File: config.mk
export PLATFORM = sky130hd
export DESIGN_NAME = sdil_host
export DESIGN_NICKNAME = d
export VERILOG_FILES = /design/src/shared/sdil_pkg.sv /design/src/logic/sdil_host.sv
export VERILOG_INCLUDE_DIRS = /design/src /design/src/shared
export SDC_FILE = /design/constraint.sdc
export NUM_CORES = 1
export LEC_CHECK = 0
export ABC_AREA = 1
export BUFFER_PORTS_ARGS = -buffer_cell sky130_fd_sc_hd__clkbuf_2
export CAP_MARGIN = 40
export CORE_ASPECT_RATIO = 0.6
export CORE_UTILIZATION = 58
export DETAILED_ROUTE_END_ITERATION = 16
export PLACE_DENSITY_LB_ADDON = 0.12
export RECOVER_POWER = 50
export SLEW_MARGIN = 10
export SYNTH_ARGS = -nofsm -noshare
export SYNTH_HDL_FRONTEND = slang
export SYNTH_SLANG_ARGS = --single-unit
File: constraint.sdc
create_clock -name i_sys_clk -period 2.7 [get_ports i_sys_clk]
set_input_delay 0.135 -clock i_sys_clk [delete_from_list [all_inputs] [get_ports i_sys_clk]]
set_output_delay 0.135 -clock i_sys_clk [all_outputs]
set_load 0.01 [all_outputs]
File: src/shared/sdil_map.svh
`ifndef SDIL_MAP_SVH
`define SDIL_MAP_SVH

// ============================================================
// clock and rounding
`define SDIL_SYS_CLK_NS 100
// least time in ns to whole cycles, rounded up, never below one
`define SDIL_MIN_CYC(ns) \
  ((((ns) + `SDIL_SYS_CLK_NS - 1) / `SDIL_SYS_CLK_NS) < 1 ? 1 : \
   (((ns) + `SDIL_SYS_CLK_NS - 1) / `SDIL_SYS_CLK_NS))

// ============================================================
// link timing, ns, worst case over both logic supply ranges
`define SDIL_T_SCLK_PERIOD_NS 70
`define SDIL_T_SCLK_HIGH_NS   35
`define SDIL_T_SCLK_LOW_NS    35
`define SDIL_T_CS_SETUP_NS    5
`define SDIL_T_CS_NEXT_NS     50
`define SDIL_T_CS_HOLD_NS     10
`define SDIL_T_CS_HIGH_NS     15
`define SDIL_T_LD_PULSE_NS    20
`define SDIL_T_CS_TO_LD_NS    10
`define SDIL_T_LD_TO_SCLK_NS  60

// ============================================================
// word layout
`define SDIL_RES_DEFAULT      18
`define SDIL_CODE_TOP_18B     17
`define SDIL_CODE_TOP_16B     15
`define SDIL_CODE_TOP_14B     13

`endif

File: src/shared/sdil_pkg.sv
`default_nettype none

package sdil_pkg;

  typedef enum logic [3:0] {
    ST_IDLE,
    ST_SETUP,
    ST_HIGH,
    ST_LOW,
    ST_HOLD,
    ST_LDWAIT,
    ST_LDLOW,
    ST_GAP
  } sdil_state_e;

  typedef logic [7:0] sdil_cnt_t;

endpackage

`default_nettype wire

File: src/logic/sdil_host.sv
`include "sdil_map.svh"

`default_nettype none

// How it works
// - frame is sent most significant bit first, FRAME_BITS long
// - strobe mode pulls load strobe low only after chip select rose
// - load strobe stays high for the whole shifting phase in strobe mode
// - narrow user data padded with zeros in least significant bits
// - sclk phases and period held well above the 35 ns and 70 ns minimums
module sdil_host #(
  parameter int RES        = `SDIL_RES_DEFAULT,
  parameter int DATA_W     = RES,
  parameter int FRAME_BITS = RES,
  parameter bit MIDSCALE   = 1'b0,
  parameter bit HAS_STROBE = 1'b1
) (
  // clock and reset
  input  wire logic              i_sys_clk,
  input  wire logic              i_rst,
  // user request
  input  wire logic              i_req,
  input  wire logic [DATA_W-1:0] i_data,
  input  wire logic              i_use_strobe,
  // user status
  output var  logic              o_busy,
  output var  logic              o_done,
  output var  logic [RES-1:0]    o_code,
  // converter pins
  output var  logic              o_dac_cs_n,
  output var  logic              o_dac_sclk,
  output var  logic              o_dac_din,
  output var  logic              o_load_output_strobe_n
);

  localparam int BW = $clog2(FRAME_BITS + 1);
  localparam int CODE_TOP = RES - 1;

  // ============================================================
  // cycle counts derived from the link times
  localparam int HALF_HI = `SDIL_MIN_CYC(`SDIL_T_SCLK_HIGH_NS);
  localparam int HALF_LO_T = `SDIL_MIN_CYC(`SDIL_T_SCLK_LOW_NS);
  localparam int PER_CYC = `SDIL_MIN_CYC(`SDIL_T_SCLK_PERIOD_NS);
  // low phase stretched so that high plus low covers the full period
  localparam int HALF_LO = (HALF_LO_T + HALF_HI < PER_CYC) ?
                           PER_CYC - HALF_HI : HALF_LO_T;
  localparam int SETUP_C = `SDIL_MIN_CYC(`SDIL_T_CS_SETUP_NS);
  localparam int HOLD_C  = `SDIL_MIN_CYC(`SDIL_T_CS_HOLD_NS);
  localparam int CSH_C   = `SDIL_MIN_CYC(`SDIL_T_CS_HIGH_NS);
  localparam int NEXT_C  = `SDIL_MIN_CYC(`SDIL_T_CS_NEXT_NS);
  localparam int GAP_C   = (CSH_C > NEXT_C) ? CSH_C : NEXT_C;
  localparam int LDW_C   = `SDIL_MIN_CYC(`SDIL_T_CS_TO_LD_NS);
  localparam int LDP_C   = `SDIL_MIN_CYC(`SDIL_T_LD_PULSE_NS);
  localparam int LDG_T   = `SDIL_MIN_CYC(`SDIL_T_LD_TO_SCLK_NS);
  localparam int LDG_C   = (LDG_T > GAP_C) ? LDG_T : GAP_C;

  localparam logic [RES-1:0] RESET_CODE =
    MIDSCALE ? (RES'(1) << CODE_TOP) : '0;

  // ============================================================
  // state and timing counter
  sdil_pkg::sdil_state_e state_r;
  sdil_pkg::sdil_cnt_t   cnt_r;
  logic [BW-1:0]         bits_r;
  logic [FRAME_BITS-1:0] shreg_r;
  logic [RES-1:0]        word_r;
  logic                  strobe_r;

  logic                  tick;
  logic                  last_bit;
  logic                  use_strobe;
  logic [RES-1:0]        padded;
  logic [FRAME_BITS-1:0] frame;

  assign tick       = (cnt_r == sdil_pkg::sdil_cnt_t'(1));
  assign last_bit   = (bits_r == BW'(1));
  assign use_strobe = HAS_STROBE & i_use_strobe;
  // zero padding in the low bits for narrow data
  assign padded     = RES'(i_data) << (RES - DATA_W);
  // excess leading bits are zero, the device keeps the last RES bits
  assign frame      = FRAME_BITS'(padded);

  always_ff @(posedge i_sys_clk or posedge i_rst) begin
    if (i_rst) begin
      state_r <= sdil_pkg::ST_IDLE;
      cnt_r   <= sdil_pkg::sdil_cnt_t'(1);
    end else begin
      case (state_r)
        sdil_pkg::ST_IDLE: begin
          if (i_req) begin
            state_r <= sdil_pkg::ST_SETUP;
            cnt_r   <= sdil_pkg::sdil_cnt_t'(SETUP_C);
          end
        end
        sdil_pkg::ST_SETUP: begin
          if (tick) begin
            state_r <= sdil_pkg::ST_HIGH;
            cnt_r   <= sdil_pkg::sdil_cnt_t'(HALF_HI);
          end else begin
            cnt_r <= cnt_r - sdil_pkg::sdil_cnt_t'(1);
          end
        end
        sdil_pkg::ST_HIGH: begin
          if (tick && last_bit) begin
            state_r <= sdil_pkg::ST_HOLD;
            cnt_r   <= sdil_pkg::sdil_cnt_t'(HOLD_C);
          end else if (tick) begin
            state_r <= sdil_pkg::ST_LOW;
            cnt_r   <= sdil_pkg::sdil_cnt_t'(HALF_LO);
          end else begin
            cnt_r <= cnt_r - sdil_pkg::sdil_cnt_t'(1);
          end
        end
        sdil_pkg::ST_LOW: begin
          if (tick) begin
            state_r <= sdil_pkg::ST_HIGH;
            cnt_r   <= sdil_pkg::sdil_cnt_t'(HALF_HI);
          end else begin
            cnt_r <= cnt_r - sdil_pkg::sdil_cnt_t'(1);
          end
        end
        sdil_pkg::ST_HOLD: begin
          if (tick && strobe_r) begin
            state_r <= sdil_pkg::ST_LDWAIT;
            cnt_r   <= sdil_pkg::sdil_cnt_t'(LDW_C);
          end else if (tick) begin
            state_r <= sdil_pkg::ST_GAP;
            cnt_r   <= sdil_pkg::sdil_cnt_t'(GAP_C);
          end else begin
            cnt_r <= cnt_r - sdil_pkg::sdil_cnt_t'(1);
          end
        end
        sdil_pkg::ST_LDWAIT: begin
          if (tick) begin
            state_r <= sdil_pkg::ST_LDLOW;
            cnt_r   <= sdil_pkg::sdil_cnt_t'(LDP_C);
          end else begin
            cnt_r <= cnt_r - sdil_pkg::sdil_cnt_t'(1);
          end
        end
        sdil_pkg::ST_LDLOW: begin
          if (tick) begin
            state_r <= sdil_pkg::ST_GAP;
            cnt_r   <= sdil_pkg::sdil_cnt_t'(LDG_C);
          end else begin
            cnt_r <= cnt_r - sdil_pkg::sdil_cnt_t'(1);
          end
        end
        sdil_pkg::ST_GAP: begin
          if (tick) begin
            state_r <= sdil_pkg::ST_IDLE;
          end else begin
            cnt_r <= cnt_r - sdil_pkg::sdil_cnt_t'(1);
          end
        end
        default: begin
          state_r <= sdil_pkg::ST_IDLE;
          cnt_r   <= sdil_pkg::sdil_cnt_t'(1);
        end
      endcase
    end
  end

  // ============================================================
  // frame shift register and bit count
  // a full frame is sent unless reset cuts it short, which leaves a short word at the pins
  always_ff @(posedge i_sys_clk or posedge i_rst) begin
    if (i_rst) begin
      shreg_r  <= '0;
      bits_r   <= '0;
      word_r   <= '0;
      strobe_r <= 1'b0;
    end else if (state_r == sdil_pkg::ST_IDLE && i_req) begin
      shreg_r  <= frame;
      bits_r   <= BW'(FRAME_BITS);
      word_r   <= padded;
      strobe_r <= use_strobe;
    end else if (state_r == sdil_pkg::ST_HIGH && tick && !last_bit) begin
      shreg_r <= shreg_r << 1;
      bits_r  <= bits_r - BW'(1);
    end
  end

  // ============================================================
  // converter pins
  always_ff @(posedge i_sys_clk or posedge i_rst) begin
    if (i_rst) begin
      o_dac_cs_n <= 1'b1;
      o_dac_sclk <= 1'b0;
      o_dac_din  <= 1'b0;
    end else begin
      case (state_r)
        sdil_pkg::ST_IDLE: begin
          if (i_req) begin
            o_dac_cs_n <= 1'b0;
            o_dac_din  <= frame[FRAME_BITS-1];
          end
        end
        sdil_pkg::ST_SETUP: begin
          if (tick) begin
            o_dac_sclk <= 1'b1;
          end
        end
        sdil_pkg::ST_HIGH: begin
          if (tick && !last_bit) begin
            // data moves on the falling edge, far from the sampling edge
            o_dac_sclk <= 1'b0;
            o_dac_din  <= shreg_r[FRAME_BITS-2];
          end
        end
        sdil_pkg::ST_LOW: begin
          if (tick) begin
            o_dac_sclk <= 1'b1;
          end
        end
        sdil_pkg::ST_HOLD: begin
          if (tick) begin
            o_dac_cs_n <= 1'b1;
            o_dac_sclk <= 1'b0;
            o_dac_din  <= 1'b0;
          end
        end
        default: begin
          o_dac_cs_n <= 1'b1;
          o_dac_sclk <= 1'b0;
        end
      endcase
    end
  end

  // ============================================================
  // load strobe
  // high by default; tied-low mode only applies once idle, never mid-frame
  always_ff @(posedge i_sys_clk or posedge i_rst) begin
    if (i_rst) begin
      o_load_output_strobe_n <= 1'b1;
    end else if (state_r == sdil_pkg::ST_IDLE) begin
      o_load_output_strobe_n <= use_strobe;
    end else if (state_r == sdil_pkg::ST_LDWAIT && tick) begin
      o_load_output_strobe_n <= 1'b0;
    end else if (state_r == sdil_pkg::ST_LDLOW && tick) begin
      o_load_output_strobe_n <= 1'b1;
    end
  end

  // ============================================================
  // status and mirror of the latched code
  // the mirror updates on the select rise, or on the strobe rise in strobe mode, not on the request
  always_ff @(posedge i_sys_clk or posedge i_rst) begin
    if (i_rst) begin
      o_code <= RESET_CODE;
    end else if (state_r == sdil_pkg::ST_HOLD && tick && !strobe_r) begin
      o_code <= word_r;
    end else if (state_r == sdil_pkg::ST_LDLOW && tick) begin
      o_code <= word_r;
    end
  end

  always_ff @(posedge i_sys_clk or posedge i_rst) begin
    if (i_rst) begin
      o_busy <= 1'b0;
      o_done <= 1'b0;
    end else begin
      o_done <= (state_r == sdil_pkg::ST_GAP) && tick;
      if (state_r == sdil_pkg::ST_IDLE && i_req) begin
        o_busy <= 1'b1;
      end else if (state_r == sdil_pkg::ST_GAP && tick) begin
        o_busy <= 1'b0;
      end
    end
  end

  // code top bit position, one per supported resolution
  initial begin
    if (!(CODE_TOP == `SDIL_CODE_TOP_18B || CODE_TOP == `SDIL_CODE_TOP_16B ||
          CODE_TOP == `SDIL_CODE_TOP_14B)) begin
    end
  end

endmodule

`default_nettype wire

==> results.ini <==
[cts]
clock-sinks = 77
ctsResizeCount = 0
htreeDepth = 3
cts_hold_buffers = 2
worst_skew_pair.late_latency_ns = 0.34
cts_buffers = 9
clk_pin_slew_ns = 0.08
post-cts-setup-buffers = 0
cts-root-buf = clkbuf_8
cts_tree = done
clockBufferDepth = 2

[synth]
ys_seq_area_share_pct = 52.66
ys_ff_latch = 77
syn_area_um2 = 3666
ys_types = 31
synth_nets = 456
synth_top_family_by_area = simple AND/OR/NAND/NOR gates
yosys.area_share.xor_xnor_pct = 0.7167
netlist_instances = 430
synth.mux.area_fraction_pct = 0
yosys.area_share.simple_pct = 20.44
yosys_warnings = 0
synthAdderAreaFrac_pct = 1.365
syn_avg_cell_area_um2 = 8.526
synth_compound_area_share_pct = 14.91

[final_layout]
drive_above_1_share_pct = 15.08
layout.nets = 505
multi_input_area_um2 = 1376
antenna_cells = 0
regArea_um2 = 1931
fillers = 521
synthToLayoutAreaGrowth_pct = 12.87

[timing]
worstMarginPinSlew_ns = 1.199
hold_viol = 0
period_minus_slack_ns = 2.028
report.final.slew_viol_count = 0
rsz0062_at_grt = no
finalHoldWorstSlack_ns = 0.02028
finalWorstSetupSlack_ns = 0.6718
finClkSkew_ns = 0.01117
fmax_mhz = 493.1
fin_tns_setup_ns = 0
slew_headroom_pct = 19.97
finalSetupViolCount = 0
fin_crit_sh_pct = 75.12

[placed_design]
dpl_worst_slack_ns = 0.6937
port_buffers = 45
dp_hpwl_mm = 4.957
place_congestion = 0.9083

[floorplan]
fp.dieH_um = 63.58
die_area_um2 = 6653
io_pins = 46
core_area_um2 = 6111
die_w_um = 104.6
start_util_pct = 59.99
row_count = 22

[job]
max_cap_violations = 0

[worst_setup_path]
criticalPathCategory = flip-flop to flip-flop
worstSetupStartpointType = flip-flop
cp_max_fo = 35
end_kind = flip-flop
crit_required_ns = 2.91
worst_ep_arrival_time_ns = 2.24

[detailed_routing]
antenna_left = 0
drt-initial-drc-count = 216
drc = 0
drtPass1Iterations = 6
vias_per_cell = 5.044
wl_per_cell_um = 12.33
wl_mm = 7.003
via_count = 2865

[pwr]
power_density_nw_per_um2 = 993.2
p_leak_nw = 2.096
peakVddDrop_mv = 0.5139

[global_route]
grt.total_usage_pct = 23.08
grt_max_degree = 49
grt_antenna_before_repair = 0
grt_overflow = 0
grt_pass1_vias = 2520
grt_pass1_wl_mm = 11.87

[status]
status = finished, final reports clean

[hold_path]
hp-class = input port to flip-flop

## through the flow
step | std cells | area [um^2] | power [mW] | util, %
final | 568 | 4138 | 4.110 | 67.71
after global routing | 568 | 4138 | 4.420 | 67.71
after CTS | 568 | 4165 | 4.141 | 68.16
after detailed placement | 550 | 3934 | 3.224 | 64.37
after global placement | 550 | 3934 | 3.176 | 64.37
after floorplan | 430 | 3666 | 2.888 | -
## cell usage after synthesis, drive strengths merged
library cell,count,area share [%]
o21ai,87,14
nand4,5,0.85
buf,10,2.3
o211ai,1,0.20
ha,4,1.4
nand2,114,12
nor3,1,0.14
nand3b,1,0.20
inv,71,7.3
xnor2,1,0.24
a21oi,5,0.68
dfrtp,74,51
nor2,26,3.5
dfstp,3,2.2
clkbuf,1,0.14
conb,1,0.10
nand3,21,3.5
xor2,2,0.48
o31ai,2,0.41
## worst max-delay path: stages, from the launching register on
cell	delay (ns)
dfstp_2	0.54
ha_1	0.18
nand3_2	0.10
nor2_4	0.27
nand3b_1	0.16
nand2_1	0.12
inv_2	0.27
nand2_1	0.19
o21ai_2	0.06
## flip-flops by register name, summed over array words and instances, names as in the netlist
name,count
o_dac_cs_n,1
o_code,18
strobe_r,1
bits_r,5
o_busy,1
o_done,1
shreg_r,17
cnt_r,8
o_load_output_strobe_n,1
word_r,18
o_dac_sclk,1
o_dac_din,1
state_r,4
## final timing paths
| check | startpoint | end | slack [ns] | depth (start not counted) |
|---|---|---|---|---|
| worst max-delay path | cnt_r[0] | o_code[2] | 0.67 | 8 |
| worst max register to register | cnt_r[0] | o_code[2] | 0.67 | 8 |
| worst min-delay path | i_data[1] | word_r[1] | 0.02 | 3 |
| min in group asynchronous | i_rst | o_dac_sclk | 0.64 | 3 |
| worst min register to register | o_dac_din | o_dac_din | 0.48 | 2 |
| max in group asynchronous | i_rst | bits_r[3] | 1.23 | 4 |
## where the power goes
group / internal [mW] / total, mW / switching, mW
clock network: 0.502 / 0.902 / 0.400
logic: 0.498 / 1.52 / 1.03
registers: 1.53 / 1.68 / 0.152
## placed cells by master, fill, tap and decap left out, drive strengths merged
cell type,instances
a21oi,5
clkinv,1
dfrtp,74
o31ai,2
dlygate4sd3,2
nand3b,1
conb,1
bufinv,1
o211ai,1
clkbuf,58
dfstp,3
nor2,26
o21ai,87
nand2,114
nand4,5
xnor2,1
clkinvlp,1
ha,4
nor3,1
inv,71
xor2,2
nand3,21
buf,2
## layout make-up
type | instances | area share, %
repair buffers | 49 | 5.927
clock inverters | 3 | 1.028
inverters | 71 | 6.501
multi-input cells | 271 | 33.26
flip-flops and latches | 77 | 46.66
well taps | 84 | 2.540
clock buffers | 13 | 4.082
## per-layer routing
| layer | GRT usage, % | routed length, um |
|---|---|---|
| met5 | 0 | 0 |
| met1 | 36.05 | 3637 |
| met4 | 7.923 | 86 |
| met2 | 31.37 | 2813 |
| met3 | 4.865 | 465 |
## cell families (layout without fill, tap and decap cells)
group	count (synthesis)	count (layout)
simple gates	168	168
compound gates	95	95
buf+inv	82	136
flops	77	77
fa+ha+maj	4	4
xor+xnor	3	3
other cells	1	1
(Power assumes the default switching activity.)
